### src/sse_core_keep.sv
// no logic here; the whole core lives in sse_core
`timescale 1ns/100ps

### src/sse_pkg.sv
// constants and types for the skip and subtract execution block
// Overview of operation
// [RULE1] bit-test skip: skip when selected bit is one
// [RULE2] taken skip inserts dummy cycle, two cycles
// [RULE3] zero tested value: no skip, continue
// [RULE4] byte-test skip writes the byte back unchanged
// [RULE5] byte-test skip: skip when byte nonzero
// [RULE6] working register minus memory into working register
// [RULE7] working register minus memory into memory
// [RULE8] working register minus immediate into working register
// [RULE9] carry cleared on borrow, set otherwise
// [RULE10] subtracts update six flags from result
// [RULE11] skips leave all flags unchanged
// [RULE12] nibble exchange swaps memory nibbles, no flags
package sse_pkg;
  // byte offsets of the registers
  localparam logic [9:0] SSE_OFS_CMD = 10'h000;
  localparam logic [9:0] SSE_OFS_WREG = 10'h004;
  localparam logic [9:0] SSE_OFS_STATUS = 10'h008;
  localparam logic [9:0] SSE_OFS_MEM = 10'h100;
  // command register fields
  localparam int SSE_CMD_OP_LSB = 0;
  localparam int SSE_CMD_BIT_LSB = 4;
  localparam int SSE_CMD_IMM_LSB = 8;
  localparam int SSE_CMD_ADR_LSB = 16;
  // status register fields
  localparam int SSE_ST_C = 0;
  localparam int SSE_ST_HALF_BORROW = 1;
  localparam int SSE_ST_Z = 2;
  localparam int SSE_ST_RANGE_EXCEEDED = 3;
  localparam int SSE_ST_SIGNED_ORDER = 4;
  localparam int SSE_ST_MULTI_NULL = 5;
  localparam int SSE_ST_SKIP = 8;
  localparam int SSE_ST_BUSY = 9;
  localparam int SSE_ST_DUMMY = 10;
  // values after reset
  localparam logic [31:0] SSE_RST_CMD = 32'h0000_0000;
  localparam logic [7:0] SSE_RST_WREG = 8'h00;
  localparam logic [5:0] SSE_RST_FLAGS = 6'h00;
  // cycles of a taken skip and of any other command
  localparam int SSE_SKIP_CYCLES = 2;
  localparam int SSE_PLAIN_CYCLES = 1;

  typedef enum logic [2:0] {
    SSE_OP_BIT_SKIP = 3'h0,
    SSE_OP_BYTE_SKIP = 3'h1,
    SSE_OP_SUB_W = 3'h2,
    SSE_OP_SUB_M = 3'h3,
    SSE_OP_SUB_IMM = 3'h4,
    SSE_OP_SWAP = 3'h5
  } sse_op_t;

  typedef enum {
    SSE_IDLE,
    SSE_EXEC,
    SSE_DUMMY
  } sse_state_t;
endpackage

### src/sse_core.sv
// skip and subtract execution core with a wishbone register slave
`timescale 1ns/100ps
module sse_core
  import sse_pkg::*;
#(
  parameter int MEM_DEPTH = 16
) (
  input wire logic i_ref_clk,
  input wire logic i_reset,
  input wire logic i_wb_cyc,
  input wire logic i_wb_stb,
  input wire logic i_wb_we,
  input wire logic [9:0] i_wb_adr,
  input wire logic [3:0] i_wb_sel,
  input wire logic [31:0] i_wb_dat,
  output logic o_wb_ack,
  output logic [31:0] o_wb_dat,
  output logic o_busy,
  output logic o_skip
);
  localparam int AW = $clog2(MEM_DEPTH);

  initial begin
    if (MEM_DEPTH < 2 || MEM_DEPTH > 64 || (1 << AW) != MEM_DEPTH) begin
      $error("MEM_DEPTH must be a power of two from 2 to 64");
    end
  end

  function automatic logic [31:0] merge_sel(input logic [31:0] old_v,
                                            input logic [31:0] new_v,
                                            input logic [3:0] sel);
    logic [31:0] r;
    r = old_v;
    for (int i = 0; i < 4; i++) begin
      if (sel[i]) begin
        r[8*i +: 8] = new_v[8*i +: 8];
      end
    end
    return r;
  endfunction

  function automatic logic is_mem(input logic [9:0] adr);
    return adr >= SSE_OFS_MEM &&
           adr < SSE_OFS_MEM + 10'(4 * MEM_DEPTH) && adr[1:0] == 2'b00;
  endfunction

  logic [7:0] mem_q [MEM_DEPTH];
  logic mem_we;
  logic [AW-1:0] mem_wa;
  logic [7:0] mem_wd;

  sse_state_t state_q, state_d;
  logic [31:0] cmd_q, cmd_d;
  logic [7:0] wreg_q, wreg_d;
  logic [5:0] flags_q, flags_d;
  logic skip_q, skip_d;
  logic ack_q, ack_d;
  logic [31:0] rdat_q, rdat_d;
  logic busy_q, busy_d;

  logic req;
  logic [AW-1:0] bus_ma;
  logic [AW-1:0] ex_ma;
  logic [2:0] ex_bit;
  logic [7:0] ex_imm;
  logic [7:0] ex_m;
  logic [7:0] sub_b;
  logic [8:0] diff;
  logic [4:0] ldiff;
  logic ov;

  assign req = i_wb_cyc && i_wb_stb && !ack_q;
  assign bus_ma = i_wb_adr[AW+1:2];
  assign ex_ma = cmd_q[SSE_CMD_ADR_LSB +: AW];
  assign ex_bit = cmd_q[SSE_CMD_BIT_LSB +: 3];
  assign ex_imm = cmd_q[SSE_CMD_IMM_LSB +: 8];
  assign ex_m = mem_q[ex_ma];

  always_comb begin
    sub_b = ex_m;
    if (sse_op_t'(cmd_q[SSE_CMD_OP_LSB +: 3]) == SSE_OP_SUB_IMM) begin
      sub_b = ex_imm; // see [RULE8]
    end
    diff = {1'b0, wreg_q} - {1'b0, sub_b};
    ldiff = {1'b0, wreg_q[3:0]} - {1'b0, sub_b[3:0]};
    ov = (wreg_q[7] != sub_b[7]) && (diff[7] != wreg_q[7]);
  end

  always_comb begin
    state_d = state_q;
    cmd_d = cmd_q;
    wreg_d = wreg_q;
    flags_d = flags_q;
    skip_d = skip_q;
    busy_d = busy_q;
    ack_d = req;
    rdat_d = 32'h0000_0000;
    mem_we = 1'b0;
    mem_wa = bus_ma;
    mem_wd = i_wb_dat[7:0];
    // bus writes are ignored while a command runs so the
    // core never races the bus on the same byte
    if (req && !i_wb_we) begin
      if (i_wb_adr == SSE_OFS_CMD) begin
        rdat_d = cmd_q;
      end else if (i_wb_adr == SSE_OFS_WREG) begin
        rdat_d = {24'h00_0000, wreg_q};
      end else if (i_wb_adr == SSE_OFS_STATUS) begin
        rdat_d = {21'h00_0000, state_q == SSE_DUMMY, busy_q, skip_q,
                  2'h0, flags_q};
      end else if (is_mem(i_wb_adr)) begin
        rdat_d = {24'h00_0000, mem_q[bus_ma]};
      end
    end
    if (req && i_wb_we && state_q == SSE_IDLE) begin
      if (i_wb_adr == SSE_OFS_CMD) begin
        cmd_d = merge_sel(cmd_q, i_wb_dat, i_wb_sel);
        state_d = SSE_EXEC;
        busy_d = 1'b1;
        skip_d = 1'b0;
      end else if (i_wb_adr == SSE_OFS_WREG && i_wb_sel[0]) begin
        wreg_d = i_wb_dat[7:0];
      end else if (i_wb_adr == SSE_OFS_STATUS && i_wb_sel[0]) begin
        flags_d = i_wb_dat[5:0];
      end else if (is_mem(i_wb_adr) && i_wb_sel[0]) begin
        mem_we = 1'b1;
      end
    end
    case (state_q)
      SSE_IDLE: begin
      end
      SSE_EXEC: begin
        state_d = SSE_IDLE;
        busy_d = 1'b0;
        mem_wa = ex_ma;
        case (sse_op_t'(cmd_q[SSE_CMD_OP_LSB +: 3]))
          SSE_OP_BIT_SKIP: begin
            // flags untouched by both skip forms, see [RULE11]
            if (ex_m[ex_bit]) begin // see [RULE1]
              skip_d = 1'b1;
              state_d = SSE_DUMMY; // see [RULE2]
              busy_d = 1'b1;
            end // else falls through, see [RULE3]
          end
          SSE_OP_BYTE_SKIP: begin
            mem_we = 1'b1;
            mem_wd = ex_m; // see [RULE4]
            if (ex_m != 8'h00) begin // see [RULE5]
              skip_d = 1'b1;
              state_d = SSE_DUMMY; // see [RULE2]
              busy_d = 1'b1;
            end // see [RULE3]
          end
          SSE_OP_SUB_W, SSE_OP_SUB_M, SSE_OP_SUB_IMM: begin
            if (sse_op_t'(cmd_q[SSE_CMD_OP_LSB +: 3]) == SSE_OP_SUB_M)
            begin
              mem_we = 1'b1;
              mem_wd = diff[7:0]; // see [RULE7]
            end else begin
              wreg_d = diff[7:0]; // see [RULE6] see [RULE8]
            end
            flags_d[SSE_ST_C] = !diff[8]; // see [RULE9]
            flags_d[SSE_ST_HALF_BORROW] = !ldiff[4]; // see [RULE10]
            flags_d[SSE_ST_Z] = diff[7:0] == 8'h00; // see [RULE10]
            flags_d[SSE_ST_RANGE_EXCEEDED] = ov; // see [RULE10]
            flags_d[SSE_ST_SIGNED_ORDER] = !(ov ^ diff[7]); // see [RULE10]
            flags_d[SSE_ST_MULTI_NULL] = diff[7:0] == 8'h00; // see [RULE10]
          end
          SSE_OP_SWAP: begin
            mem_we = 1'b1;
            mem_wd = {ex_m[3:0], ex_m[7:4]}; // see [RULE12]
          end
          default: begin
          end
        endcase
      end
      SSE_DUMMY: begin
        // slot of the discarded instruction, see [RULE2]
        state_d = SSE_IDLE;
        busy_d = 1'b0;
      end
      default: begin
        state_d = SSE_IDLE;
        busy_d = 1'b0;
      end
    endcase
  end

  always_ff @(posedge i_ref_clk) begin
    if (i_reset) begin
      state_q <= SSE_IDLE;
      cmd_q <= SSE_RST_CMD;
      wreg_q <= SSE_RST_WREG;
      flags_q <= SSE_RST_FLAGS;
      skip_q <= 1'b0;
      busy_q <= 1'b0;
      ack_q <= 1'b0;
      rdat_q <= 32'h0000_0000;
    end else begin
      state_q <= state_d;
      cmd_q <= cmd_d;
      wreg_q <= wreg_d;
      flags_q <= flags_d;
      skip_q <= skip_d;
      busy_q <= busy_d;
      ack_q <= ack_d;
      rdat_q <= rdat_d;
    end
  end

  // memory contents are not reset; software loads them
  always_ff @(posedge i_ref_clk) begin
    if (mem_we) begin
      mem_q[mem_wa] <= mem_wd;
    end
  end

  assign o_wb_ack = ack_q;
  assign o_wb_dat = rdat_q;
  assign o_busy = busy_q;
  assign o_skip = skip_q;
endmodule // sse_core

### config.mk
export PLATFORM = sky130hd
export DESIGN_NAME = sse_core
export DESIGN_NICKNAME = d
export VERILOG_FILES = /design/src/sse_core_keep.sv /design/src/sse_pkg.sv /design/src/sse_core.sv
export SDC_FILE = /design/constraint.sdc
export NUM_CORES = 1
export LEC_CHECK = 0
export BUFFER_PORTS_ARGS = -buffer_cell sky130_fd_sc_hd__buf_2
export CAP_MARGIN = 20
export CORE_MARGIN = 2
export CORE_UTILIZATION = 30
export CTS_BUF_LIST = sky130_fd_sc_hd__clkbuf_16
export DETAILED_ROUTE_END_ITERATION = 16
export SLEW_MARGIN = 20
export SYNTH_ARGS = -nofsm -noshare
export SYNTH_HDL_FRONTEND = slang
export SYNTH_SLANG_ARGS = --single-unit
### constraint.sdc
create_clock -name i_ref_clk -period 5.3 [get_ports i_ref_clk]
set_input_delay 0.795 -clock i_ref_clk [delete_from_list [all_inputs] [get_ports i_ref_clk]]
set_output_delay 0.795 -clock i_ref_clk [all_outputs]
set_load 0.005 [all_outputs]
## After elaboration in Yosys (flattened, before gate mapping)

Memories as Yosys holds them, arrays and structs flattened. A register that Yosys moved wholly into a read port is not among the register bits.
Index checks and enable logic that the tools add are counted.

- Bits in writable memories: 128
- Bits of input ports: 51
- Register bits after elaboration: 113
- Output and inout bits: 35
- Word-level logic and storage cells: 116
- Memories kept: 1

Memories:

| name | words | bits a word | rd ports | clocked after Yosys merged registers in | wr ports | RTL line | RTL |
|---|---|---|---|---|---|---|---|
| mem_q | 16 | 8 | 2 | 1 | 1 | sse_core.sv:47 | `logic [7:0] mem_q [MEM_DEPTH];` |

- Muxes and demuxes: 53
- Eq/ne operators: 13
- Reduce and logical (&&, ||, !) cells: 31
- Add/sub/neg operators: 2
- Bitwise gates (word level): 2
- Magnitude comparators: 3

Operators by type and width:

| kind | count |
|---|---|
| 2-to-1 mux 32 bit | 3 |
| 2-to-1 mux 8 bit | 10 |
| zero test 32 bit | 2 |
| case mux 32 bit (2 select lines) | 1 |
| 2-to-1 mux 6 bit | 6 |
| equality test 32 x 1 -> 1 bit (second input constant) | 1 |
| equality test 32 x 3 -> 1 bit (second input constant) | 1 |
| case mux 8 bit (3 select lines) | 1 |
| 2-to-1 mux 11 bit | 2 |
| 2-to-1 mux 1 bit | 19 |
| 2-to-1 mux 4 bit | 3 |
| AND reduction 3 bit | 4 |
| logical AND 1 bit | 11 |
| equality test 10 x 3 -> 1 bit (second input constant) | 1 |
| equality test 10 x 4 -> 1 bit (second input constant) | 1 |
| >= comparator 10 x 9 -> 1 bit (second input constant) | 1 |
| zero test 10 bit | 1 |
| less-than comparator 10 x 9 -> 1 bit (second input constant) | 1 |
| subtractor 8 x 8 -> 9 bit | 1 |
| zero test 8 bit | 1 |
| case mux 1 bit (2 select lines) | 4 |
| nonzero test 8 bit | 1 |
| equality test 3 x 2 -> 1 bit (second input constant) | 2 |
| equality test 3 bit (second input constant) | 2 |
| 16 further kinds | 24 |

## Logic depth before layout (Yosys ltp)

Gate-level depths: netlist (run 1).

- Depth after elaboration: 14
- Depth in mapped cells: 19

## Least setup slack after synthesis (run 1)

OpenSTA, ideal clock, no wires.

- Path type: register to register
- Start point: reg (tool-made name)
- End point: mem mem_q[0][7], data pin
- Setup slack: 573 ps
- Period minus slack after synthesis: 4727 ps
- Stages on the path, launching flop included: 17
- Arrival: 4397 ps
- Setup time: 330 ps
- Path through: dfxtp_1 buf_2 buf_2 mux4_2 a22oi_1 a21oi_1 a21oi_1 ha_1 nor2b_1 o21a_1 o21ai_0 a21oi_1 o21ai_0 nand2b_1 fa_1 a22oi_1 o21ai_0

RTL lines:

| what | RTL line |
|---|---|
| to (decl) | sse_core.sv:47 |

==> flow_metrics.py, run 1 <==
metrics = {
    "placed_design": {
        "gp_congestion": 0.922,
        "io_buffers": 85,
        "dp_hpwl_um": 20700,
        "placedInstanceArea_sq_um": 11300,
    },
    "global_route": {
        "grt_pass1_vias": 7125,
        "grt_use_total_pct": 16.2,
        "grt_max_degree": 53,
        "overflow": 0,
        "antenna_found_initial": 1,
        "grt_pass1_wl_um": 43800,
    },
    "cts": {
        "cts_hold_buf": 0,
        "numClockSinks": 215,
        "root_buffer": "clkbuf_16",
        "clk_pin_slew_worst_paths_ns": 0.06,
        "cts_tree": "built",
        "cts_buffers": 25,
        "cts.repair.resized": 0,
        "htreeDepth": 1,
        "post-cts-setup-buffers": 0,
        "insertion_delay_ns": 0.53,
        "cts_buffer_depth": 3,
    },
    "synthesis": {
        "yosys_warnings": 0,
        "synth-edff-count": 128,
        "syn_area_sq_um": 10100,
        "synth-seq-cells": 215,
        "synth_ff_type": "edfxtp_1",
        "synthDistinctLibCells": 61,
        "syn-num-nets": 851,
        "synth_cells": 788,
        "yosysSeqAreaShare_pct": 55.0,
        "syn_area_per_cell_sq_um": 12.9,
        "async_flop_share_pct": 0,
    },
    "power": {
        "power_density_nw_per_um2": 294,
        "p_leak_nw": 4.17,
        "vdd_drop_max_mv": 0.198,
    },
    "setup_path": {
        "crit_slowest_cell": "dfxtp_2",
        "worstSetupEndpointType": "flop",
        "crit_arrival_ns": 5.13,
        "critPathMaxFanout": 12,
        "critPathLaunchType": "flop",
        "path_depth": 16,
        "cp_num_buf_inv": 1,
        "timing.critical_path.mode_cell": "a21oi_1",
        "ff2ff_path_depth": 16,
        "r2r_setup_slack_ns": 0.60,
        "worstSetupPathType": "flop to flop",
        "crit_chain": "mux4_2 -> a22oi_1 -> a21oi_1 -> a21oi_1 -> ha_1 -> nor2b_1 -> o21a_1 -> o21ai_0 -> a21oi_1 -> buf_4 -> o21ai_0 -> nand2b_1 -> fa_1 -> nor4b_1 -> o2111ai_1 -> a211oi_1",
        "max_stage_delay_ns": 0.58,
        "crit_required_ns": 5.74,
        "cp_top_family": "compound AO/OA/AOI/OAI gates",
    },
    "layout": {
        "mostFrequentLayoutCell": "edfxtp_1",
        "layout_common_cells": "edfxtp_1, dfxtp_1, buf_2",
        "fin_nets": 956,
        "antenna_cells": 0,
        "drive_gt1_share_pct": 28.8,
        "fillers": 3220,
        "area_delta_synth_final_pct": 18.7,
        "final_area_sq_um": 12100,
    },
    "sta": {
        "hold_viol": 0,
        "rsz0062_at_grt": "false",
        "min_period_over_period_pct": 88.6,
        "worst_slew_pin_slew_ns": 0.898,
        "slew_violations": 0,
        "max_freq_mhz": 213,
        "slew_headroom_pct": 40.0,
        "period_needed_ns": 4.70,
        "tns_ns": 0,
        "finalSetupViolCount": 0,
        "fin_worst_skew_ns": 0.0148,
    },
    "route": {
        "drcViolationCount": 0,
        "wl_per_cell_um": 21.4,
        "num_vias": 7192,
        "drt_iter0_drc": 639,
        "vias_per_cell": 5.29,
        "dr.pass1.iters": 5,
        "ant_nets": 0,
        "postRouteWirelength_um": 29000,
    },
    "floorplan": {
        "die_area_sq_um": 35300,
        "fp-row-count": 67,
        "coreArea_sq_um": 33400,
        "fp.dieW_um": 188,
        "floorplan.initialDensity_pct": 30.3,
        "die_h_um": 188,
        "io_pins": 86,
    },
    "job": {
        "maxCapViolCount": 0,
    },
    "outcome": {
        "status": "finished, final reports clean",
    },
    "min_path": {
        "hold_path_depth": 2,
        "hp-class": "flop to flop",
    },
}
## tightest hold or removal path: stages, from the launching register on
cell	delay (ns)
dfxtp_1	0.30
nand2_1	0.05
a21oi_1	0.05
## cells in the mapped netlist (16+ instances only)
cell type    n  area (sq um)
a21oi_1     53           265
and2_1      23           144
o21ai_0     28           140
buf_2       16          80.1
nand3_1     36           180
edfxtp_1   128          3840
clkbuf_1    31           116
dfxtp_1     87          1740
mux2i_1     19           190
nor2_1      56           210
nand2_1     59           221
mux4_2      72          1620
## cell type report
type,instances,area (sq um),area share (%)
multi-input combinational,505,4290,35.6
tap,448,561,4.65
timing repair buffer,130,763,6.33
clock buffer,27,676,5.61
sequential,215,5590,46.4
clock inverter,19,114,0.945
inverter,16,60.1,0.498
## final timing paths
kind                                from                      to
hold reg to reg   cmd_q[21]$_SDFFE_PP0P_  cmd_q[21]$_SDFFE_PP0P_
hold / removal    cmd_q[21]$_SDFFE_PP0P_  cmd_q[21]$_SDFFE_PP0P_
setup / recovery                    flop   flags_q[5]$_SDFF_PP0_
setup reg to reg                    flop   flags_q[5]$_SDFF_PP0_
## logic make-up after synthesis
kind of cell / synth area share, %
AND/OR/NAND/NOR: 11.7
buffers and inverters: 2.71
flip-flops: 55.0
AO/OA/AOI/OAI: 8.99
XOR/XNOR: 0.259
multiplexers: 19.7
adder cells (fa/ha/maj): 1.63
## sequential cells by signal, indices dropped and copies added, names as in the netlist, named ones only
signal	flops
o_wb_dat	32
o_busy	1
mem_q	128
wreg_q	8
state_q	2
flags_q	6
cmd_q	32
o_skip	1
o_wb_ack	1
## where the power goes
| part | internal [mW] | switching (mW) |
|---|---|---|
| Clock | 0.962 | 0.678 |
| Sequential | 1.77 | 0.000222 |
| Combinational | 0.0552 | 0.0857 |
| Total | 2.79 | 0.764 |
## stage by stage
stage               util [%]  worst slack (ns)  power [mW]  hold WS (ns)  cells
floorplan                  -             0.573        1.88         0.430    788
global placement        33.6             0.700        1.94         0.435   1313
detailed placement      33.7             0.643        1.94         0.440   1314
CTS                     36.0             0.603        3.58         0.452   1360
global route            36.0             0.195        3.65         0.476   1360
finish                  36.0             0.603        3.55         0.449   1360
## per-layer routing
metal | global-route usage, % | vias up | routed length [um]
li1 | - | 3250 | -
met1 | 21.6 | 3562 | 11900
met2 | 26.3 | 322 | 13700
met3 | 4.02 | 56 | 2620
met4 | 4.39 | 2 | 792
met5 | 0 | - | 16
Note: power is estimated with default switching activity, not from simulation.
==> inputs of run 2 (changes only) <==
==> constraint.sdc (replaced) <==
create_clock -name i_ref_clk -period 4.4 [get_ports i_ref_clk]
set_input_delay 0.66 -clock i_ref_clk [delete_from_list [all_inputs] [get_ports i_ref_clk]]
set_output_delay 0.66 -clock i_ref_clk [all_outputs]
set_load 0.005 [all_outputs]
==> flow_metrics.py, run 2 (synthesis results as in run 1) <==
metrics = {
    "route": {
        "ant_nets": 0,
        "dr.pass1.iters": 5,
        "postRouteWirelength_um": 29000,
        "num_vias": 7287,
        "vias_per_cell": 5.34,
        "drt_iter0_drc": 741,
        "drcViolationCount": 0,
        "wl_per_cell_um": 21.3,
    },
    "sta": {
        "slew_violations": 0,
        "hold_viol": 0,
        "max_freq_mhz": 240,
        "slew_headroom_pct": 53.0,
        "min_period_over_period_pct": 94.8,
        "fin_worst_skew_ns": 0.0172,
        "period_needed_ns": 4.17,
        "finalSetupViolCount": 0,
        "hold_ws_ns": 0.399,
        "worst_slew_pin_slew_ns": 0.696,
    },
    "floorplan": {
        "fp.dieW_um": 188,
        "io_pins": 86,
        "die_area_sq_um": 35300,
        "coreArea_sq_um": 33400,
        "fp-row-count": 67,
        "die_h_um": 188,
        "floorplan.initialDensity_pct": 30.3,
    },
    "cts": {
        "cts_buffers": 24,
        "clk_pin_slew_worst_paths_ns": 0.06,
        "insertion_delay_ns": 0.53,
        "htreeDepth": 1,
        "cts_buffer_depth": 3,
        "cts_tree": "built",
        "numClockSinks": 215,
        "root_buffer": "clkbuf_16",
    },
    "global_route": {
        "grt_pass1_wl_um": 44200,
        "grt_pass1_vias": 7215,
        "antenna_found_initial": 1,
        "grt_max_degree": 53,
        "overflow": 0,
        "grt_use_total_pct": 16.4,
    },
    "setup_path": {
        "critPathMaxFanout": 8,
        "crit_required_ns": 4.82,
        "worstSetupPathType": "flop to flop",
        "r2r_setup_slack_ns": 0.23,
        "rr_endpoint": "flags_q[5]$_SDFF_PP0_",
        "ff2ff_path_depth": 16,
        "crit_arrival_ns": 4.60,
        "critPathLaunchType": "flop",
        "worstSetupEndpointType": "flop",
    },
    "placed_design": {
        "io_buffers": 85,
        "dpl.cell_count": 1319,
        "gp_congestion": 0.888,
        "dp_hpwl_um": 20600,
        "placedInstanceArea_sq_um": 11300,
    },
    "power": {
        "vdd_drop_max_mv": 0.232,
        "finalPower_mw": 4.44,
        "p_leak_nw": 4.22,
        "power_density_nw_per_um2": 363,
    },
    "layout": {
        "layout_common_cells": "edfxtp_1, dfxtp_1, buf_2",
        "fin_nets": 961,
        "largest_reg_flops": 128,
        "drive_gt1_share_pct": 30.1,
        "finish.utilization_pct": 36.6,
        "area_delta_synth_final_pct": 20.5,
        "mostFrequentLayoutCell": "edfxtp_1",
        "layout.cells.non_filler": 1365,
        "regMostFlops": "mem_q",
        "final_area_sq_um": 12200,
    },
    "min_path": {
        "min_from": "i_wb_dat[31]",
        "hp-class": "input port to flop",
        "min_to": "cmd_q[31]$_SDFFE_PP0P_",
        "hold_path_depth": 3,
    },
    "job": {
        "maxCapViolCount": 0,
    },
    "outcome": {
        "status": "finished, final reports clean",
    },
}
## run 2: cell count changes in the layout (fill, tap and decap cells not counted), sizes merged
cell / previous run / this run
buf: 130 / 136
bufinv: 1 / 5
inv: 25 / 21
clkinv: 8 / 5
clkinvlp: 1 / 4
clkbuf: 27 / 25
diode: 0 / 1
## run 2: timing repair
item / in CTS / in global routing
gates resized for setup: 0 / 4
hold endpoints to repair: 0 / 0
buffers inserted: 0 / 1
setup endpoints to repair: 0 / 18
hold buffers: 0 / 0
## run 2: per-stage QoR
stage          setup WS [ns]  TNS, ns
2_1_floorplan         0.0902        0
3_3_place_gp           0.141        0
3_5_place_dp          0.0264        0
4_1_cts              0.00351        0
5_1_grt              -0.0172  -0.0175
6_report               0.227        0
## run 2: worst max-delay path by stage
stage	endpoint	slack [ns]	cells past startpoint
floorplan	flags_q[2]$_SDFF_PP0_	0.09	17
global placement	mem_q[11][7]$_DFFE_PP_	0.14	15
detailed placement	mem_q[11][7]$_DFFE_PP_	0.03	15
CTS	mem_q[9][7]$_DFFE_PP_	0.004	15
global route	flags_q[5]$_SDFF_PP0_	-0.02	16
finish	flags_q[5]$_SDFF_PP0_	0.23	16
## run 2: final cells by class
| class | count | area (sq um) |
|---|---|---|
| Sequential cell | 215 | 5590 |
| Clock inverter | 19 | 230 |
| Antenna cell | 1 | 2.50 |
| Clock buffer | 25 | 626 |
| Timing Repair Buffer | 136 | 846 |
| Fill cell | 3202 | 21200 |
| Tap cell | 448 | 561 |
| Inverter | 16 | 60.1 |
| Multi-Input combinational cell | 505 | 4310 |
## run 2: report_power, final
part | switching, mW | leakage (nW) | internal (mW)
Combinational | 0.101 | 1.95 | 0.0679
Sequential | 0.000270 | 1.85 | 2.13
Clock | 0.819 | 0.419 | 1.33
## run 2: critical path, stage by stage, from the launching register on
cell and delay [ns]:
dfxtp_4 0.44, buf_4 0.20, mux4_2 0.51, o22ai_1 0.23, or2_2 0.20, nor2_1 0.05
a21oi_1 0.14, ha_1 0.28, o21a_1 0.12, o21ai_0 0.23, a21oi_1 0.13, o21ai_0 0.18
nand2b_1 0.10, fa_2 0.49, nor4b_2 0.29, o2111ai_1 0.20, a211oi_1 0.28
## run 2: layer usage
metal	share of wire (%)	up-vias	routed length, um	GRT usage [%]
met4	4.0	0	1160	6.30
li1	-	3272	-	-
met5	0	-	0	0
met3	7.5	63	2180	2.26
met1	43	3613	12500	22.9
met2	45	339	13200	25.8
